$ cat config.mk
export PLATFORM = sky130hd
export DESIGN_NAME = quad_equalizer_boost_config
export DESIGN_NICKNAME = d
export VERILOG_FILES = /design/src/quad_eq_pkg.sv /design/src/chain_if.sv /design/src/quad_equalizer_boost_config.sv /design/src/boost_chain.sv
export SDC_FILE = /design/constraint.sdc
export NUM_CORES = 1
export LEC_CHECK = 0
export BUFFER_PORTS_ARGS = -buffer_cell sky130_fd_sc_hd__buf_2
export CELL_PAD_IN_SITES_DETAIL_PLACEMENT = 2
export CELL_PAD_IN_SITES_GLOBAL_PLACEMENT = 2
export CORE_UTILIZATION = 31
export CTS_CLUSTER_DIAMETER = 150
export CTS_CLUSTER_SIZE = 12
export DETAILED_ROUTE_END_ITERATION = 7
export GPL_ROUTABILITY_DRIVEN = 0
export PLACE_DENSITY_LB_ADDON = 0.1
export SETUP_SLACK_MARGIN = 0.1
export SLEW_MARGIN = 15
export SYNTH_ARGS = -nofsm -noshare
export SYNTH_HDL_FRONTEND = slang
export SYNTH_SLANG_ARGS = --single-unit
$ cat constraint.sdc
create_clock -name clk -period 2.1 [get_ports clk]
set_clock_uncertainty 0.2 [all_clocks]
set_input_delay 0.21 -clock clk [delete_from_list [all_inputs] [get_ports clk]]
set_output_delay 0.21 -clock clk [all_outputs]
set_load 0.1 [all_outputs]
$ cat src/quad_eq_pkg.sv
package quad_eq_pkg;

    // ----------------------------------------
    // channel and chain layout
    // ----------------------------------------
    localparam int unsigned CHAN_COUNT = 4;
    localparam int unsigned LEVEL_W = 5;
    localparam int unsigned LEVEL_COUNT = 32;
    localparam int unsigned PIN_CODE_W = 3;
    localparam int unsigned PIN_LEVEL_COUNT = 18;
    localparam int unsigned CHAIN_LEN = 21;
    // extra stage sits at bit 0, channel k field at [5k+5:5k+1]
    localparam int unsigned FIELD_BASE = 1;
    localparam logic [CHAIN_LEN-1:0] CHAIN_RESET = 21'h000000;

    // level reached by each 3-bit pin code, all drawn from the pin subset
    localparam logic [7:0][LEVEL_W-1:0] PIN_LEVEL_TABLE = {
        5'h1f, 5'h1c, 5'h18, 5'h14, 5'h10, 5'h0c, 5'h08, 5'h00
    };

    // ----------------------------------------
    // synchroniser vector layout
    // ----------------------------------------
    localparam int unsigned SY_SCLK = 0;
    localparam int unsigned SY_DIN = 1;
    localparam int unsigned SY_EN = 2;
    localparam int unsigned SY_MODE = 3;
    localparam int unsigned SY_THR = 4;
    localparam int unsigned SY_IMP = 5;
    localparam int unsigned SY_IDLE = 9;
    localparam int unsigned SY_PINS = 13;
    localparam int unsigned SY_W = 25;

    // ----------------------------------------
    // register map
    // ----------------------------------------
    localparam logic [7:0] ADDR_CTRL = 8'h00;
    localparam logic [7:0] ADDR_STATUS = 8'h04;
    localparam logic [7:0] ADDR_BOOST = 8'h08;
    localparam logic [7:0] ADDR_CHAIN = 8'h0c;
    localparam logic [7:0] ADDR_IDLE = 8'h10;
    localparam logic [3:0] CTRL_RESET = 4'h0;
    localparam int unsigned ST_IMP = 0;
    localparam int unsigned ST_MODE = 4;
    localparam int unsigned ST_EN = 5;
    localparam int unsigned ST_THR = 6;
    localparam int unsigned IDLE_MUTE = 0;
    localparam int unsigned IDLE_PD = 4;
    localparam int unsigned IDLE_RAW = 8;
    localparam logic [1:0] RESP_OKAY = 2'h0;
    localparam logic [1:0] RESP_DECERR = 2'h3;
    localparam logic READY_RESET = 1'h1;

endpackage

$ cat src/chain_if.sv
`timescale 1ns/1ps
`default_nettype none

interface chain_if #(
    parameter int unsigned LEN = 21
);
    logic shift_pulse;
    logic clear;
    logic data_in;
    logic [LEN-1:0] chain;

    modport ctrl (output shift_pulse, output clear, output data_in, input chain);
    modport store (input shift_pulse, input clear, input data_in, output chain);
endinterface

`default_nettype wire

$ cat src/quad_equalizer_boost_config.sv
// The implementer's own choices: the AXI4-Lite register port and the address map.
`timescale 1ns/1ps
`default_nettype none

module quad_equalizer_boost_config #(
    parameter int unsigned ADDR_W = 8
) (
    // clock and reset
    input wire logic clk,
    input wire logic rstn,
    // axi4-lite write address
    input wire logic s_axi_awvalid,
    output logic s_axi_awready,
    input wire logic [ADDR_W-1:0] s_axi_awaddr,
    // axi4-lite write data
    input wire logic s_axi_wvalid,
    output logic s_axi_wready,
    input wire logic [31:0] s_axi_wdata,
    input wire logic [3:0] s_axi_wstrb,
    // axi4-lite write response
    output logic s_axi_bvalid,
    input wire logic s_axi_bready,
    output logic [1:0] s_axi_bresp,
    // axi4-lite read address
    input wire logic s_axi_arvalid,
    output logic s_axi_arready,
    input wire logic [ADDR_W-1:0] s_axi_araddr,
    // axi4-lite read data
    output logic s_axi_rvalid,
    input wire logic s_axi_rready,
    output logic [31:0] s_axi_rdata,
    output logic [1:0] s_axi_rresp,
    // serial configuration pins
    input wire logic serial_clk,
    input wire logic serial_config_in,
    input wire logic serial_load_enable,
    input wire logic boost_mode_serial,
    output logic serial_config_out,
    // level select pins, [2] is pin a
    input wire logic [2:0] eq1_level_pins,
    input wire logic [2:0] eq2_level_pins,
    input wire logic [2:0] eq3_level_pins,
    input wire logic [2:0] eq4_level_pins,
    // power and idle pins
    input wire logic [3:0] impedance_select,
    input wire logic idle_detect_threshold,
    input wire logic [3:0] idle_power_below,
    // channel controls
    output logic [19:0] boost_level,
    output logic [3:0] channel_power_down,
    output logic [3:0] channel_input_hiz,
    output logic [3:0] channel_mute,
    output logic [3:0] limiter_enable
);

    localparam int unsigned NCH = quad_eq_pkg::CHAN_COUNT;
    localparam int unsigned LW = quad_eq_pkg::LEVEL_W;

    // ----------------------------------------
    // input synchronisers and serial clock edge
    // ----------------------------------------
    logic [quad_eq_pkg::SY_W-1:0] sync1_reg;
    logic [quad_eq_pkg::SY_W-1:0] sync2_reg;
    logic sclk_prev_reg;
    logic [quad_eq_pkg::SY_W-1:0] pins_raw;
    logic sclk_rise;
    logic mode_s;
    logic thr_s;

    assign pins_raw = {eq4_level_pins, eq3_level_pins, eq2_level_pins, eq1_level_pins,
        idle_power_below, impedance_select, idle_detect_threshold, boost_mode_serial,
        serial_load_enable, serial_config_in, serial_clk};

    // data and clock pass equal depth, so data is aligned with the detected edge
    always_ff @(posedge clk)
    begin
        if (!rstn)
        begin
            sync1_reg <= '0;
            sync2_reg <= '0;
            sclk_prev_reg <= 1'h0;
        end
        else
        begin
            sync1_reg <= pins_raw;
            sync2_reg <= sync1_reg;
            sclk_prev_reg <= sync2_reg[quad_eq_pkg::SY_SCLK];
        end
    end

    assign sclk_rise = sync2_reg[quad_eq_pkg::SY_SCLK] && !sclk_prev_reg;
    assign mode_s = sync2_reg[quad_eq_pkg::SY_MODE];
    assign thr_s = sync2_reg[quad_eq_pkg::SY_THR];

    // ----------------------------------------
    // boost register chain
    // ----------------------------------------
    chain_if #(.LEN(quad_eq_pkg::CHAIN_LEN)) chain_bus ();

    assign chain_bus.clear = !mode_s;
    assign chain_bus.shift_pulse = sclk_rise && mode_s
        && sync2_reg[quad_eq_pkg::SY_EN];
    assign chain_bus.data_in = sync2_reg[quad_eq_pkg::SY_DIN];

    boost_chain #(.LEN(quad_eq_pkg::CHAIN_LEN)) u_chain (
        .clk(clk),
        .rstn(rstn),
        .chain_port(chain_bus.store)
    );

    // ----------------------------------------
    // per-channel control
    // ----------------------------------------
    logic [3:0] ctrl_reg;
    wire [NCH*LW-1:0] boost_next;
    wire [NCH-1:0] pd_next;
    wire [NCH-1:0] mute_next;
    wire [NCH-1:0] lim_next;

    for (genvar k = 0; k < NCH; k++)
    begin : g_chan
        logic [2:0] code;
        logic [LW-1:0] pin_level;
        logic [LW-1:0] ser_level;
        assign code = sync2_reg[quad_eq_pkg::SY_PINS + 3*k +: 3];
        assign pin_level = quad_eq_pkg::PIN_LEVEL_TABLE[code];
        assign ser_level = chain_bus.chain[quad_eq_pkg::FIELD_BASE + LW*k +: LW];
        assign boost_next[LW*k +: LW] = mode_s ? ser_level : pin_level;
        assign pd_next[k] = !sync2_reg[quad_eq_pkg::SY_IMP + k] || ctrl_reg[k];
        // a grounded threshold pin turns idle muting off entirely
        assign mute_next[k] = thr_s && sync2_reg[quad_eq_pkg::SY_IDLE + k];
        assign lim_next[k] = !mute_next[k];
    end

    logic serial_out_reg;
    logic [NCH*LW-1:0] boost_reg;
    logic [NCH-1:0] pd_reg;
    logic [NCH-1:0] mute_reg;
    logic [NCH-1:0] lim_reg;

    always_ff @(posedge clk)
    begin
        if (!rstn)
        begin
            serial_out_reg <= 1'h0;
            boost_reg <= '0;
            pd_reg <= '0;
            mute_reg <= '0;
            lim_reg <= '0;
        end
        else
        begin
            serial_out_reg <= chain_bus.chain[quad_eq_pkg::CHAIN_LEN-1];
            boost_reg <= boost_next;
            pd_reg <= pd_next;
            mute_reg <= mute_next;
            lim_reg <= lim_next;
        end
    end

    assign serial_config_out = serial_out_reg;
    assign boost_level = boost_reg;
    assign channel_power_down = pd_reg;
    assign channel_input_hiz = pd_reg;
    assign channel_mute = mute_reg;
    assign limiter_enable = lim_reg;

    // ----------------------------------------
    // axi4-lite slave
    // ----------------------------------------
    logic [ADDR_W-1:0] awaddr_reg, awaddr_next;
    logic [31:0] wdata_reg, wdata_next;
    logic [3:0] wstrb_reg, wstrb_next;
    logic awready_reg, awready_next;
    logic wready_reg, wready_next;
    logic bvalid_reg, bvalid_next;
    logic [1:0] bresp_reg, bresp_next;
    logic [3:0] ctrl_next;
    logic arready_reg, arready_next;
    logic rvalid_reg, rvalid_next;
    logic [31:0] rdata_reg, rdata_next;
    logic [1:0] rresp_reg, rresp_next;
    logic [7:0] wa;
    logic [7:0] ra;
    logic [31:0] rd_word;
    logic [1:0] rd_resp;

    assign wa = 8'(awaddr_reg);
    assign ra = 8'(s_axi_araddr);

    always_comb
    begin
        rd_word = '0;
        rd_resp = quad_eq_pkg::RESP_OKAY;
        if (ra == quad_eq_pkg::ADDR_CTRL)
            rd_word = 32'(ctrl_reg);
        else if (ra == quad_eq_pkg::ADDR_STATUS)
        begin
            rd_word[quad_eq_pkg::ST_IMP +: 4] = sync2_reg[quad_eq_pkg::SY_IMP +: 4];
            rd_word[quad_eq_pkg::ST_MODE] = mode_s;
            rd_word[quad_eq_pkg::ST_EN] = sync2_reg[quad_eq_pkg::SY_EN];
            rd_word[quad_eq_pkg::ST_THR] = thr_s;
        end
        else if (ra == quad_eq_pkg::ADDR_BOOST)
            rd_word = 32'(boost_reg);
        else if (ra == quad_eq_pkg::ADDR_CHAIN)
            rd_word = 32'(chain_bus.chain);
        else if (ra == quad_eq_pkg::ADDR_IDLE)
        begin
            rd_word[quad_eq_pkg::IDLE_MUTE +: 4] = mute_reg;
            rd_word[quad_eq_pkg::IDLE_PD +: 4] = pd_reg;
            rd_word[quad_eq_pkg::IDLE_RAW +: 4] = sync2_reg[quad_eq_pkg::SY_IDLE +: 4];
        end
        else
            rd_resp = quad_eq_pkg::RESP_DECERR;
    end

    always_comb
    begin
        awready_next = awready_reg;
        wready_next = wready_reg;
        awaddr_next = awaddr_reg;
        wdata_next = wdata_reg;
        wstrb_next = wstrb_reg;
        bvalid_next = bvalid_reg;
        bresp_next = bresp_reg;
        ctrl_next = ctrl_reg;
        arready_next = arready_reg;
        rvalid_next = rvalid_reg;
        rdata_next = rdata_reg;
        rresp_next = rresp_reg;
        // a low ready means that half of the write is held
        if (s_axi_awvalid && awready_reg)
        begin
            awready_next = 1'h0;
            awaddr_next = s_axi_awaddr;
        end
        if (s_axi_wvalid && wready_reg)
        begin
            wready_next = 1'h0;
            wdata_next = s_axi_wdata;
            wstrb_next = s_axi_wstrb;
        end
        if (bvalid_reg && s_axi_bready)
            bvalid_next = 1'h0;
        // write commits only once both halves are in and no response is pending
        if (!awready_reg && !wready_reg && !bvalid_reg)
        begin
            awready_next = 1'h1;
            wready_next = 1'h1;
            bvalid_next = 1'h1;
            bresp_next = quad_eq_pkg::RESP_OKAY;
            if (wa == quad_eq_pkg::ADDR_CTRL)
            begin
                if (wstrb_reg[0])
                    ctrl_next = wdata_reg[3:0];
            end
            else if (wa != quad_eq_pkg::ADDR_STATUS && wa != quad_eq_pkg::ADDR_BOOST
                && wa != quad_eq_pkg::ADDR_CHAIN && wa != quad_eq_pkg::ADDR_IDLE)
                bresp_next = quad_eq_pkg::RESP_DECERR;
        end
        if (s_axi_arvalid && arready_reg)
        begin
            arready_next = 1'h0;
            rvalid_next = 1'h1;
            rdata_next = rd_word;
            rresp_next = rd_resp;
        end
        else if (rvalid_reg && s_axi_rready)
        begin
            rvalid_next = 1'h0;
            arready_next = 1'h1;
        end
    end

    always_ff @(posedge clk)
    begin
        if (!rstn)
        begin
            awaddr_reg <= '0;
            wdata_reg <= '0;
            wstrb_reg <= '0;
            awready_reg <= quad_eq_pkg::READY_RESET;
            wready_reg <= quad_eq_pkg::READY_RESET;
            bvalid_reg <= 1'h0;
            bresp_reg <= quad_eq_pkg::RESP_OKAY;
            ctrl_reg <= quad_eq_pkg::CTRL_RESET;
            arready_reg <= quad_eq_pkg::READY_RESET;
            rvalid_reg <= 1'h0;
            rdata_reg <= '0;
            rresp_reg <= quad_eq_pkg::RESP_OKAY;
        end
        else
        begin
            awaddr_reg <= awaddr_next;
            wdata_reg <= wdata_next;
            wstrb_reg <= wstrb_next;
            awready_reg <= awready_next;
            wready_reg <= wready_next;
            bvalid_reg <= bvalid_next;
            bresp_reg <= bresp_next;
            ctrl_reg <= ctrl_next;
            arready_reg <= arready_next;
            rvalid_reg <= rvalid_next;
            rdata_reg <= rdata_next;
            rresp_reg <= rresp_next;
        end
    end

    assign s_axi_awready = awready_reg;
    assign s_axi_wready = wready_reg;
    assign s_axi_bvalid = bvalid_reg;
    assign s_axi_bresp = bresp_reg;
    assign s_axi_arready = arready_reg;
    assign s_axi_rvalid = rvalid_reg;
    assign s_axi_rdata = rdata_reg;
    assign s_axi_rresp = rresp_reg;

endmodule

`default_nettype wire

$ cat src/boost_chain.sv
`timescale 1ns/1ps
`default_nettype none

module boost_chain #(
    parameter int unsigned LEN = 21
) (
    // clock and reset
    input wire logic clk,
    input wire logic rstn,
    // shift control and contents
    chain_if.store chain_port
);

    logic [LEN-1:0] chain_reg;
    logic [LEN-1:0] chain_next;

    always_comb
    begin
        chain_next = chain_reg;
        if (chain_port.clear)
        begin
            chain_next = '0;
        end
        else if (chain_port.shift_pulse)
        begin
            chain_next = {chain_reg[LEN-2:0], chain_port.data_in};
        end
    end

    always_ff @(posedge clk)
    begin
        if (!rstn)
        begin
            chain_reg <= '0;
        end
        else
        begin
            chain_reg <= chain_next;
        end
    end

    assign chain_port.chain = chain_reg;

endmodule

`default_nettype wire

== Yosys cells after proc, flatten, opt, wreduce, memory -nomap -nowiden ==
Memories as Yosys holds them, arrays and structs flattened. A register that Yosys moved wholly into a read port is not among the register bits.
Index checks and enable logic that the tools add are counted.

* Latch bits: 0
* Bits in writable memories: 0
* Memories kept: 4
* Memory bits (read-only): 160
* Bits of input ports: 84
* Register bits after elaboration: 163

* Reductions and logical operators: 40
* Equal/unequal tests: 8
* Muxes and demuxes: 32
* $add $sub $neg: 0
* Divide/modulo/power cells: 0
* Magnitude comparators: 4
* Multiply operators: 0
* Shift operators: 0
* Bitwise gates (word level): 1

{| class="wikitable"
|+ Memories
! memory !! words !! bits a word !! rd ports !! clocked after Yosys merged registers in !! wr ports !! RTL line !! source
|-
| (name not given) || 8 || 5 || 1 || 1 || 0 || quad_equalizer_boost_config.sv:126 || <nowiki>assign pin_level = quad_eq_pkg::PIN_LEVEL_TABLE[code];</nowiki>
|-
| (name not given) || 8 || 5 || 1 || 1 || 0 || quad_equalizer_boost_config.sv:126 ||
|-
| (name not given) || 8 || 5 || 1 || 1 || 0 || quad_equalizer_boost_config.sv:126 ||
|-
| (name not given) || 8 || 5 || 1 || 1 || 0 || quad_equalizer_boost_config.sv:126 ||
|}

{| class="wikitable"
|+ Operators with widths
! kind !! count
|-
| 5-bit 2-to-1 mux || 8
|-
| 32-bit 2-to-1 mux || 1
|-
| 25-bit 2-to-1 mux || 1
|-
| 12-bit 2-to-1 mux || 2
|-
| 21-bit 2-to-1 mux || 1
|-
| 1-bit logical AND || 17
|-
| 8-bit by 4-bit == test with 1-bit output (second input constant) || 2
|-
| 8-bit zero test || 2
|-
| 3-bit by 4-bit < comparator with 1-bit output (second input constant) || 4
|-
| 8-bit by 4-bit != test with 1-bit output (second input constant) || 2
|-
| 2-bit 2-to-1 mux || 7
|-
| 1-bit zero test || 12
|-
| 3-bit 2-to-1 mux || 4
|-
| 9-bit 2-to-1 mux || 1
|-
| 8-bit by 3-bit == test with 1-bit output (second input constant) || 1
|-
| 8-bit by 5-bit == test with 1-bit output (second input constant) || 1
|-
| 8-bit by 3-bit != test with 1-bit output (second input constant) || 1
|-
| 8-bit by 5-bit != test with 1-bit output (second input constant) || 1
|-
| 7-bit 2-to-1 mux || 1
|-
| 1-bit 2-to-1 mux || 6
|-
| 1-bit logical OR || 4
|-
| 2-bit nonzero test || 2
|-
| 3-bit AND reduction || 1
|-
| 2-bit AND reduction || 1
|-
| 2 further kinds || 2
|}

== Longest topological paths before layout ==
Gate-level depths: netlist of run 1.

* Depth after elaboration: 6
* Mapped depth: 7
* Depth with buffers taken out: 5

== Modules after synthesis ==
A second synthesis of run 1 with hierarchy kept.

* Cells, all modules: 606
* Area total of the unflattened synthesis: 5965.7 µm²

{| class="wikitable"
|+ By module, submodules not included
! module !! seq. area each (µm²) !! area each (µm²) !! cells each !! instances
|-
| quad_equalizer_boost_config || 2662.6 || 5207.5 || 537 || 1
|-
| boost_chain || 420.4 || 758.2 || 69 || 1
|}

== Least setup slack after synthesis of run 1 ==
OpenSTA, ideal clock, no wires.

* Path kind: register -> register
* Start point: register arready_reg, in the netlist s_axi_arready
* End point: register rdata_reg[2], in the netlist s_axi_rdata[2]
* Data required time: 1.769 ns
* Stages on the path, launching flop included: 7
* Arrival: 2.039 ns
* Setup time: 0.131 ns
* Path slack: -0.270 ns
* Period minus slack after synthesis: 2.370 ns
* Cells stage by stage: dfxtp_1 > nand2_1 > and2_1 > clkbuf_1 > clkbuf_1 > a22oi_1 > o31ai_1

* Cells in the longest elaborated chain, start to end: 1

{| class="wikitable"
|+ RTL lines
! what !! RTL line !! source
|-
| from (decl) || quad_equalizer_boost_config.sv:179 || <nowiki>logic arready_reg, arready_next;</nowiki>
|-
| from (signal assigned) || quad_equalizer_boost_config.sv:288 || <nowiki>arready_reg <= quad_eq_pkg::READY_RESET;</nowiki>
|-
| from (signal assigned) || quad_equalizer_boost_config.sv:303 || <nowiki>arready_reg <= arready_next;</nowiki>
|-
| 1-bit logical AND || quad_equalizer_boost_config.sv:262 || <nowiki>if (s_axi_arvalid && arready_reg)</nowiki>
|-
| to (signal assigned) || quad_equalizer_boost_config.sv:305 || <nowiki>rdata_reg <= rdata_next;</nowiki>
|-
| to (decl) || quad_equalizer_boost_config.sv:181 || <nowiki>logic [31:0] rdata_reg, rdata_next;</nowiki>
|}

No other way between the ends.
A chain may end at the register's enable or synchronous reset.

== Worst setup path in the final report of run 1 ==
* Start point: register awaddr_reg[2]
* End point: register ctrl_reg[1]

* Cells in the longest elaborated chain, start to end: 2

{| class="wikitable"
|+ RTL lines
! what !! RTL line !! source
|-
| from (decl) || quad_equalizer_boost_config.sv:171 || <nowiki>logic [ADDR_W-1:0] awaddr_reg, awaddr_next;</nowiki>
|-
| from (signal assigned) || quad_equalizer_boost_config.sv:295 || <nowiki>awaddr_reg <= awaddr_next;</nowiki>
|-
| 8-bit zero test || quad_equalizer_boost_config.sv:253 || <nowiki>if (wa == quad_eq_pkg::ADDR_CTRL)</nowiki>
|-
| 3-bit AND reduction (no source line) || -- ||
|-
| to (signal assigned) || quad_equalizer_boost_config.sv:287 || <nowiki>ctrl_reg <= quad_eq_pkg::CTRL_RESET;</nowiki>
|-
| to (signal assigned) || quad_equalizer_boost_config.sv:302 || <nowiki>ctrl_reg <= ctrl_next;</nowiki>
|-
| to (decl) || quad_equalizer_boost_config.sv:114 || <nowiki>logic [3:0] ctrl_reg;</nowiki>
|}

No other way between the ends.

==> flow_metrics.env, run 1 <==
export IMPL_pin_count=162
export IMPL_seq_power_share_pct=43.5
export IMPL_routed_via_density=4.78
export IMPL_rr_worst_depth=5
export IMPL_clock_root_buffer="clkbuf_16"
export IMPL_hold_depth=2
export IMPL_worstPathMaxFanout=4
export IMPL_multi_input_area_um2=2570
export IMPL_clock_latency_ns=0.43
export IMPL_ys_seq_area_share_pct=51.8
export IMPL_synth_seq_cells=154
export IMPL_antenna_found_initial=0
export IMPL_dieArea_um2=19800
export IMPL_status="complete, no violations"
export IMPL_setup_viol=0
export IMPL_largest_register_ffs=25
export IMPL_clk_path_buf_depth=2
export IMPL_tritoncts="built"
export IMPL_cts_max_level=4
export IMPL_cp_start_kind="register"
export IMPL_cts_made_buffers=17
export IMPL_total_leakage_power_nw=3.33
export IMPL_fillCellCount=2041
export IMPL_vias=5023
export IMPL_finalWirelength_um=17800
export IMPL_crit_path_end_kind="register"
export IMPL_die_w_um=141
export IMPL_path_clk_slew_ns=0.06
export IMPL_stdcell_area_um2=7980
export IMPL_drtAntennaViolNets=0
export IMPL_rsz0062_at_grt="false"
export IMPL_die_h_um=141
export IMPL_clockPowerShare_pct=44.5
export IMPL_grt_pass1_vias=5428
export IMPL_worstPathArrival_ns=2.01
export IMPL_grt_ovfl_total=0
export IMPL_wire_per_inst_um=17.0
export IMPL_syn_inst=632
export IMPL_swShare_pct=26.4
export IMPL_syn_area_per_cell_um2=9.41
export IMPL_finalSetupTns_ns=0
export IMPL_p_int_mw=5.22
export IMPL_hpwl_um=12700
export IMPL_worst_pin_slew_ns=0.633
export IMPL_area_growth_pct=34.1
export IMPL_maxCapViolations=0
export IMPL_grt_max_degree=60
export IMPL_drive_gt1_share_pct=22.4
export IMPL_cts_sinks=154
export IMPL_drc=0
export IMPL_place_port_buffers=119
export IMPL_synth_warnings=0
export IMPL_final_cell_mix="dfxtp_1 (150), buf_2 (119), nand2_1 (103), dlygate4sd3_1 (55), and2_1 (51)"
export IMPL_p_sw_mw=1.87
export IMPL_ff_latch_area_um2=3090
export IMPL_hp_class="in -> reg"
export IMPL_min_period_over_period_pct=90.0
export IMPL_drt_initial_drc_count=192
export IMPL_relSlewSlack_pct=57.8
export IMPL_finalCriticalPeriod_ns=1.89
export IMPL_cp_required_ns=2.22
export IMPL_finalNetCount=905
export IMPL_drv_slew=0
export IMPL_clock_fmax_ghz=0.529
export IMPL_row_count=50
export IMPL_dpl_instance_area_um2=6810
export IMPL_comb_power_share_pct=12.0
export IMPL_post_cts_resized=0
export IMPL_start_util_pct=31.7
export IMPL_core_um2=18800
export IMPL_p_per_area_nw_per_um2=888
export IMPL_hold_viol_final=0
export IMPL_path_class="reg -> reg"
export IMPL_yosysUniqueCellTypes=37
export IMPL_layout_commonest_cell="dfxtp_1"
export IMPL_synth_area_um2=5950
export IMPL_dr_pass1_iters=4
export IMPL_grt_util_all_layers_pct=19.1
export IMPL_grt_pass1_wl_um=28900
export IMPL_ir_worst_vdd_mv=0.554
export IMPL_n_antenna_cell=0
[per-stage QoR]
| stage | power, mW | hold slack, ns | instances | utilization, % | setup slack, ns |
|---|---|---|---|---|---|
| final | 7.09 | 0.158 | 1051 | 42.5 | 0.210 |
| after floorplan | 3.73 | 0.137 | 642 | - | 0.102 |
| after detailed placement | 3.92 | 0.224 | 964 | 36.3 | 0.196 |
| after global placement | 3.90 | 0.217 | 964 | 36.3 | 0.238 |
| after global routing | 7.37 | 0.166 | 1051 | 42.5 | 0.152 |
| after CTS | 7.17 | 0.143 | 1050 | 42.5 | 0.154 |
[routing by layer]
metal	track usage, %	up-vias	routed length (µm)
met5	0	-	0
met4	6.41	0	245
met3	3.83	19	483
met2	32.5	94	8780
met1	24.0	2459	8320
li1	-	2451	-
[cell type report]
cell class / instances / share of cell area, %
Sequential cell: 154 / 38.7
Multi-Input combinational cell: 417 / 32.2
Timing Repair Buffer: 198 / 16.9
Clock buffer: 20 / 5.85
Tap cell: 234 / 3.67
Clock inverter: 11 / 1.82
Inverter: 17 / 0.800
[cell families (layout without fill, tap and decap cells)]
group	Yosys count	count (layout)	synth area share, %
AND/OR/NAND/NOR	232	232	20.8
flip-flops	154	154	51.8
AO/OA/AOI/OAI	134	134	14.3
buffers and inverters	71	246	5.66
multiplexers	24	24	4.04
adder cells (fa/ha/maj)	16	16	3.36
other	1	11	0.0630
[final timing paths]
kind | startpoint | to | slack (ns)
setup reg to reg | awaddr_reg[2]$_SDFFE_PN0P_ | ctrl_reg[1]$_SDFFE_PN0P_ | 0.21
hold / removal | rstn | g_chan[2].pin_level[1]$_SDFF_PN0_ | 0.16
setup / recovery | awaddr_reg[2]$_SDFFE_PN0P_ | ctrl_reg[1]$_SDFFE_PN0P_ | 0.21
hold reg to reg | sync1_reg[11]$_SDFF_PN0_ | sync2_reg[11]$_SDFF_PN0_ | 0.24
[synth_stat cells]
cell,number,share of area (%)
a21boi_0,31,3.9
a21oi_1,41,3.4
a22o_1,5,0.74
a22oi_1,8,1.0
a31oi_1,8,0.84
a32oi_1,6,0.88
and2_1,51,5.4
and3_1,9,0.95
and4b_1,1,0.17
buf_1,1,0.063
buf_2,2,0.17
buf_4,18,2.3
clkbuf_1,33,2.1
conb_1,1,0.063
dfxtp_1,154,52
ha_1,16,3.4
inv_1,17,1.1
mux2i_1,24,4.0
nand2_1,103,6.5
nand2b_1,15,1.6
nand3_1,16,1.3
nand4_1,1,0.11
nand4b_1,1,0.15
nor2_1,1,0.063
nor2b_1,22,2.3
nor3_1,3,0.25
nor3b_1,1,0.13
nor3b_4,1,0.32
nor4_1,1,0.11
nor4_4,2,0.72
nor4bb_1,1,0.17
o21ai_0,25,2.1
o2bb2ai_1,5,0.74
o31ai_1,5,0.63
or3_4,1,0.19
or4_4,1,0.19
or4b_1,1,0.17
[critical path, cell delays in order, from the launching register on]
cell	delay (ns)
dfxtp_1	0.32
or4b_1	0.57
nor4_4	0.22
buf_4	0.19
mux2i_1	0.21
nor2b_1	0.06
[power groups by stage]
stage / Clock, mW / Combinational, mW / Sequential, mW
after floorplan: 0 / 0.393 / 3.34
after global placement: 0 / 0.754 / 3.14
after detailed placement: 0 / 0.771 / 3.15
after CTS: 3.24 / 0.852 / 3.08
after global routing: 3.37 / 0.904 / 3.09
final: 3.16 / 0.849 / 3.08
[repair_timing]
item,4_1_cts,5_1_grt
buffers inserted,0,1
hold buffers,55,0
endpoints found under the hold margin,43,0
endpoints found under the setup margin,0,3
Power figures use the tool's default switching activity.
==> run 2, diff against run 1 <==
CORE_ASPECT_RATIO = 1.5   (was default)
==> flow_metrics.env, run 2 (synthesized netlist as in run 1, its figures left out) <==
export IMPL_status="complete, no violations"
export IMPL_ff_latch_area_um2=3090
export IMPL_min_period_over_period_pct=90.8
export IMPL_grt_ovfl_total=0
export IMPL_setup_viol=0
export IMPL_cp_required_ns=2.21
export IMPL_relSlewSlack_pct=58.5
export IMPL_maxUsedRoutingLayer="met4"
export IMPL_wirelength_met1_um=7430
export IMPL_worstHoldStart="s_axi_awvalid"
export IMPL_wl_met3_um=532
export IMPL_routed_via_density=4.69
export IMPL_grt_pass1_vias=5519
export IMPL_grt_max_degree=60
export IMPL_rsz0062_at_grt="false"
export IMPL_path_class="reg -> reg"
export IMPL_grt_pass1_wl_um=29100
export IMPL_dieArea_um2=19800
export IMPL_hp_class="in -> reg"
export IMPL_hold_depth=3
export IMPL_dr_pass1_iters=4
export IMPL_clock_fmax_ghz=0.524
export IMPL_finalNetCount=899
export IMPL_drc=0
export IMPL_rr_worst_depth=5
export IMPL_drive_gt1_share_pct=22.0
export IMPL_area_growth_pct=35.0
export IMPL_worstPathArrival_ns=2.02
export IMPL_comb_power_share_pct=11.6
export IMPL_maxCapViolations=0
export IMPL_worst_pin_slew_ns=0.622
export IMPL_finalSetupTns_ns=0
export IMPL_ir_worst_vdd_mv=0.383
export IMPL_hold_viol_final=0
export IMPL_clk_path_buf_depth=2
export IMPL_rr_endpoint="ctrl_reg[1]$_SDFFE_PN0P_"
export IMPL_p_per_area_nw_per_um2=910
export IMPL_finalCriticalPeriod_ns=1.91
export IMPL_stdcell_area_um2=8030
export IMPL_swShare_pct=26.1
export IMPL_core_um2=18700
export IMPL_pin_count=162
export IMPL_layout_commonest_cell="dfxtp_1"
export IMPL_fillCellCount=2056
export IMPL_cts_made_buffers=17
export IMPL_multi_input_area_um2=2570
export IMPL_place_port_buffers=119
export IMPL_total_leakage_power_nw=3.34
export IMPL_drtAntennaViolNets=0
export IMPL_die_w_um=115
export IMPL_antenna_found_initial=0
export IMPL_hold_slack_ns=0.0418
export IMPL_grt_util_all_layers_pct=19.4
export IMPL_dpl_instance_area_um2=6820
export IMPL_row_count=61
export IMPL_drt_initial_drc_count=153
export IMPL_finalWirelength_um=18100
export IMPL_hpwl_um=12300
export IMPL_seq_power_share_pct=42.2
export IMPL_r2r_slack_ns=0.19
export IMPL_min_to="s_axi_awready$_SDFFE_PP1P_"
export IMPL_wire_per_inst_um=17.0
export IMPL_clockPowerShare_pct=46.2
export IMPL_cts_max_level=4
export IMPL_die_h_um=172
export IMPL_clock_latency_ns=0.42
export IMPL_n_antenna_cell=0
export IMPL_p_sw_mw=1.91
export IMPL_tritoncts="built"
export IMPL_vias=4992
export IMPL_r2r_start="awaddr_reg[2]$_SDFFE_PN0P_"
export IMPL_worstPathMaxFanout=4
export IMPL_crit_path_end_kind="register"
export IMPL_wl_met2_um=9800
export IMPL_drv_slew=0
export IMPL_post_cts_resized=0
export IMPL_cts_sinks=154
export IMPL_clock_root_buffer="clkbuf_16"
export IMPL_path_clk_slew_ns=0.06
export IMPL_p_int_mw=5.40
export IMPL_cp_start_kind="register"
export IMPL_final_cell_mix="dfxtp_1 (150), buf_2 (119), nand2_1 (103), dlygate4sd3_1 (54), and2_1 (51)"
export IMPL_largest_register_ffs=25
export IMPL_start_util_pct=31.8
==> run 2: changes by cell type in the layout (fill, tap and decap cells not counted), sizes merged <==
cell,before,now
inv,17,19
clkinvlp,6,4
dlygate4sd3,55,54
bufinv,3,4
buf,143,138
==> run 2: power by group through the flow <==
stage / Clock (mW) / Combinational (mW) / Sequential, mW
2_1_floorplan: 0 / 0.393 / 3.34
3_3_place_gp: 0 / 0.749 / 3.14
3_5_place_dp: 0 / 0.770 / 3.15
4_1_cts: 3.46 / 0.850 / 3.08
5_1_grt: 3.58 / 0.907 / 3.09
6_report: 3.38 / 0.850 / 3.08
==> run 2: per-stage QoR <==
step                      setup WS [ns]  util [%]  total power [mW]  std cells
after floorplan                   0.102         -              3.73        642
after global placement            0.227      36.5              3.89        977
after detailed placement          0.184      36.5              3.92        977
after CTS                         0.129      42.9              7.40       1063
after global routing              0.121      42.9              7.59       1064
final                             0.193      42.9              7.31       1064
==> run 2: timing repair <==
action | CTS | global route
hold buffers | 54 | 0
endpoints found under the hold margin | 42 | 0
setup endpoints to repair | 0 | 4
buffers inserted | 0 | 1
==> run 2: final cells by class <==
type	instances	share of cell area, %
Multi-Input combinational cell	417	32.0
Timing Repair Buffer	192	16.5
Inverter	17	0.795
Tap cell	252	3.93
Clock inverter	12	2.31
Sequential cell	154	38.5
Clock buffer	20	5.95
==> run 2: worst max-delay path by stage <==
| stage | end | start |
|---|---|---|
| detailed placement | ctrl_reg[2]$_SDFFE_PN0P_ | awaddr_reg[1]$_SDFFE_PN0P_ |
| floorplan | ctrl_reg[0]$_SDFFE_PN0P_ | s_axi_wready$_SDFFE_PP1P_ |
| global route | ctrl_reg[1]$_SDFFE_PN0P_ | awaddr_reg[2]$_SDFFE_PN0P_ |
| CTS | ctrl_reg[3]$_SDFFE_PN0P_ | awaddr_reg[1]$_SDFFE_PN0P_ |
| finish | ctrl_reg[1]$_SDFFE_PN0P_ | awaddr_reg[2]$_SDFFE_PN0P_ |
| global placement | ctrl_reg[1]$_SDFFE_PN0P_ | awaddr_reg[1]$_SDFFE_PN0P_ |
==> run 2: per-layer routing <==
metal / GRT usage, % / up-vias
li1: - / 2436
met1: 21.8 / 2438
met2: 35.9 / 99
met3: 3.59 / 19
met4: 7.11 / 0
met5: 0 / -
==> run 2: critical path: stages (launching register included) <==
cell     delay (ns)
dfxtp_1        0.32
or4b_1         0.57
nor4_4         0.22
buf_4          0.19
mux2i_1        0.23
nor2b_1        0.07
==> run 3, diff against run 2 <==
ABC_AREA = 1   (was default)
CORE_UTILIZATION = 29   (was 31)
==> flow_metrics.env, run 3 <==
export IMPL_status="complete, no violations"
export IMPL_grt_max_degree=38
export IMPL_final_core_util_pct=38.4
export IMPL_comb_power_share_pct=12.0
export IMPL_cts_made_buffers=17
export IMPL_cts_sinks=154
export IMPL_fin_total_pwr_mw=7.36
export IMPL_seq_power_share_pct=42.0
export IMPL_yosysUniqueCellTypes=33
export IMPL_n_antenna_cell=0
export IMPL_die_h_um=178
export IMPL_hold_viol_final=0
export IMPL_synth_common_cells="nand2_1 (164), dfxtp_1 (154), inv_1 (116)"
export IMPL_place_port_buffers=119
export IMPL_worstPathArrival_ns=1.81
export IMPL_synth_area_um2=5980
export IMPL_rsz0062_at_grt="false"
export IMPL_ys_seq_area_share_pct=51.5
export IMPL_cp_start_kind="register"
export IMPL_grt_pass1_vias=5789
export IMPL_swShare_pct=25.8
export IMPL_use_met1_pct=19.0
export IMPL_post_cts_setup_buffer_count=0
export IMPL_grt_ovfl_total=0
export IMPL_crit_path_end_kind="register"
export IMPL_synth_seq_cells=154
export IMPL_dr_pass1_iters=4
export IMPL_wire_per_inst_um=14.9
export IMPL_grtUsageMet2_pct=33.5
export IMPL_cp_required_ns=2.19
export IMPL_min_period_over_period_pct=81.9
export IMPL_globalRouteMet3Util_pct=3.50
export IMPL_finalWirelength_um=17800
export IMPL_synth_ff_type="dfxtp_1"
export IMPL_relSlewSlack_pct=48.0
export IMPL_ir_worst_vdd_mv=0.477
export IMPL_grt_pass1_wl_um=28800
export IMPL_dieArea_um2=21200
export IMPL_maxCapViolations=0
export IMPL_path_class="reg -> reg"
export IMPL_p_per_area_nw_per_um2=941
export IMPL_drv_slew=0
export IMPL_clk_path_buf_depth=2
export IMPL_setup_viol=0
export IMPL_fin_cells=1195
export IMPL_hpwl_um=13000
export IMPL_finalCriticalPeriod_ns=1.72
export IMPL_cpPeakStageDelay_ns=0.43
export IMPL_row_count=64
export IMPL_tritoncts="built"
export IMPL_cts_max_level=4
export IMPL_largest_register_ffs=25
export IMPL_p_sw_mw=1.90
export IMPL_clock_root_buffer="clkbuf_16"
export IMPL_synth_top_cell_area_share_pct=51.5
export IMPL_clock_latency_ns=0.42
export IMPL_area_growth_pct=30.6
export IMPL_finalSetupTns_ns=0
export IMPL_total_leakage_power_nw=3.83
export IMPL_start_util_pct=29.4
export IMPL_crit_chain="nand2_1 -> nor3_2 -> inv_1 -> o21ai_0 -> a21oi_1"
export IMPL_slowest_stage="dfxtp_1"
export IMPL_die_w_um=119
export IMPL_finalNetCount=1020
export IMPL_drc=0
export IMPL_clockPowerShare_pct=46.0
export IMPL_hp_class="in -> reg"
export IMPL_path_clk_slew_ns=0.06
export IMPL_drive_gt1_share_pct=20.2
export IMPL_p_int_mw=5.46
export IMPL_syn_area_per_cell_um2=7.81
export IMPL_antenna_found_initial=0
export IMPL_vias=5292
export IMPL_core_um2=20300
export IMPL_syn_inst=766
export IMPL_place_inst=1123
export IMPL_drtAntennaViolNets=0
export IMPL_worstPathMaxFanout=22
export IMPL_clock_fmax_ghz=0.581
export IMPL_layout_commonest_cell="nand2_1"
export IMPL_drt_initial_drc_count=186
export IMPL_worst_pin_slew_ns=0.780
export IMPL_synth_edf_count=0
export IMPL_pin_count=162
export IMPL_grt_util_all_layers_pct=17.8
export IMPL_final_cell_mix="nand2_1 (164), dfxtp_1 (153), buf_2 (119), inv_1 (116), nor2_1 (74)"
export IMPL_synth_area_leaders="dfxtp_1 (52%), nand2_1 (10%), inv_1 (7.3%)"
export IMPL_async_flop_share_pct=0
export IMPL_routed_via_density=4.43
export IMPL_synth_top_area_cell="dfxtp_1"
export IMPL_yosysMostFrequentCell="nand2_1"
export IMPL_synth_warnings=0
export IMPL_top_usage_layer="met2"
## run 3: cell count changes after synthesis, moves of 22 or more
| cell | before | now |
|---|---|---|
| nor2_1 | 1 | 74 |
| a21boi_0 | 31 | 0 |
| nand2_1 | 103 | 164 |
| and2_1 | 51 | 0 |
| inv_1 | 17 | 116 |
| nor2b_1 | 22 | 0 |
| mux2i_1 | 24 | 0 |
| o21ai_0 | 25 | 58 |
## run 3: critical path, delay by kind of cell (launching register included)
kind / cells / cell delay, ns
compound gates: 2 / 0.36
buf+inv: 1 / 0.35
flops: 1 / 0.43
simple gates: 2 / 0.24
## run 3: cell type report
cell class	instances	area, µm²
fill	2367	12500
multi-input combinational	455	2200
inverter	119	447
timing repair buffer	173	1110
clock buffer	22	484
clock inverter	8	165
sequential	154	3080
tap	264	330
## run 3: kinds of logic after synthesis
kind of cell | Yosys count | share of synthesized area (%)
adder cells (fa/ha/maj) | 16 | 3.35
flip-flops | 154 | 51.5
other | 1 | 0.0627
AO/OA/AOI/OAI | 134 | 12.1
AND/OR/NAND/NOR | 294 | 20.6
buffers and inverters | 167 | 12.3
## run 3: layer usage
layer	vias to the layer above	part of all wire, %
met3	22	2.8
li1	2638	-
met1	2541	41
met5	-	0
met4	0	2.1
met2	91	54
## run 3: through the flow
stage | setup slack [ns] | hold slack [ns] | area, µm²
after global routing | 0.178 | 0.103 | 7820
after CTS | 0.339 | 0.0776 | 7820
after floorplan | 0.219 | 0.108 | 6020
final | 0.380 | 0.0807 | 7820
after global placement | 0.364 | 0.197 | 6750
after detailed placement | 0.325 | 0.200 | 6750
## run 3: power by group through the flow
stage | Combinational [mW] | Clock (mW) | Sequential (mW)
final | 0.881 | 3.38 | 3.09
after floorplan | 0.411 | 0 | 3.39
after CTS | 0.892 | 3.47 | 3.10
after detailed placement | 0.827 | 0 | 3.16
after global placement | 0.800 | 0 | 3.15
after global routing | 0.949 | 3.59 | 3.11
## run 3: timing repair
action                     in CTS  in global routing
hold endpoints to repair       43                  0
hold buffers                   42                  0
setup endpoints to repair       0                  0
gates resized for setup         0                  0
## run 3: worst paths after layout
| kind | start | end | slack [ns] | cells after the start |
|---|---|---|---|---|
| worst max-delay path | sync2_reg[3]$_SDFF_PN0_ | u_chain.chain_port.chain[1]$_SDFFE_PN0P_ | 0.38 | 5 |
| worst min register to register | sync1_reg[5]$_SDFF_PN0_ | sync2_reg[5]$_SDFF_PN0_ | 0.21 | 2 |
| worst max register to register | sync2_reg[3]$_SDFF_PN0_ | u_chain.chain_port.chain[1]$_SDFFE_PN0P_ | 0.38 | 5 |
| worst min-delay path | rstn | sync1_reg[0]$_SDFF_PN0_ | 0.08 | 4 |
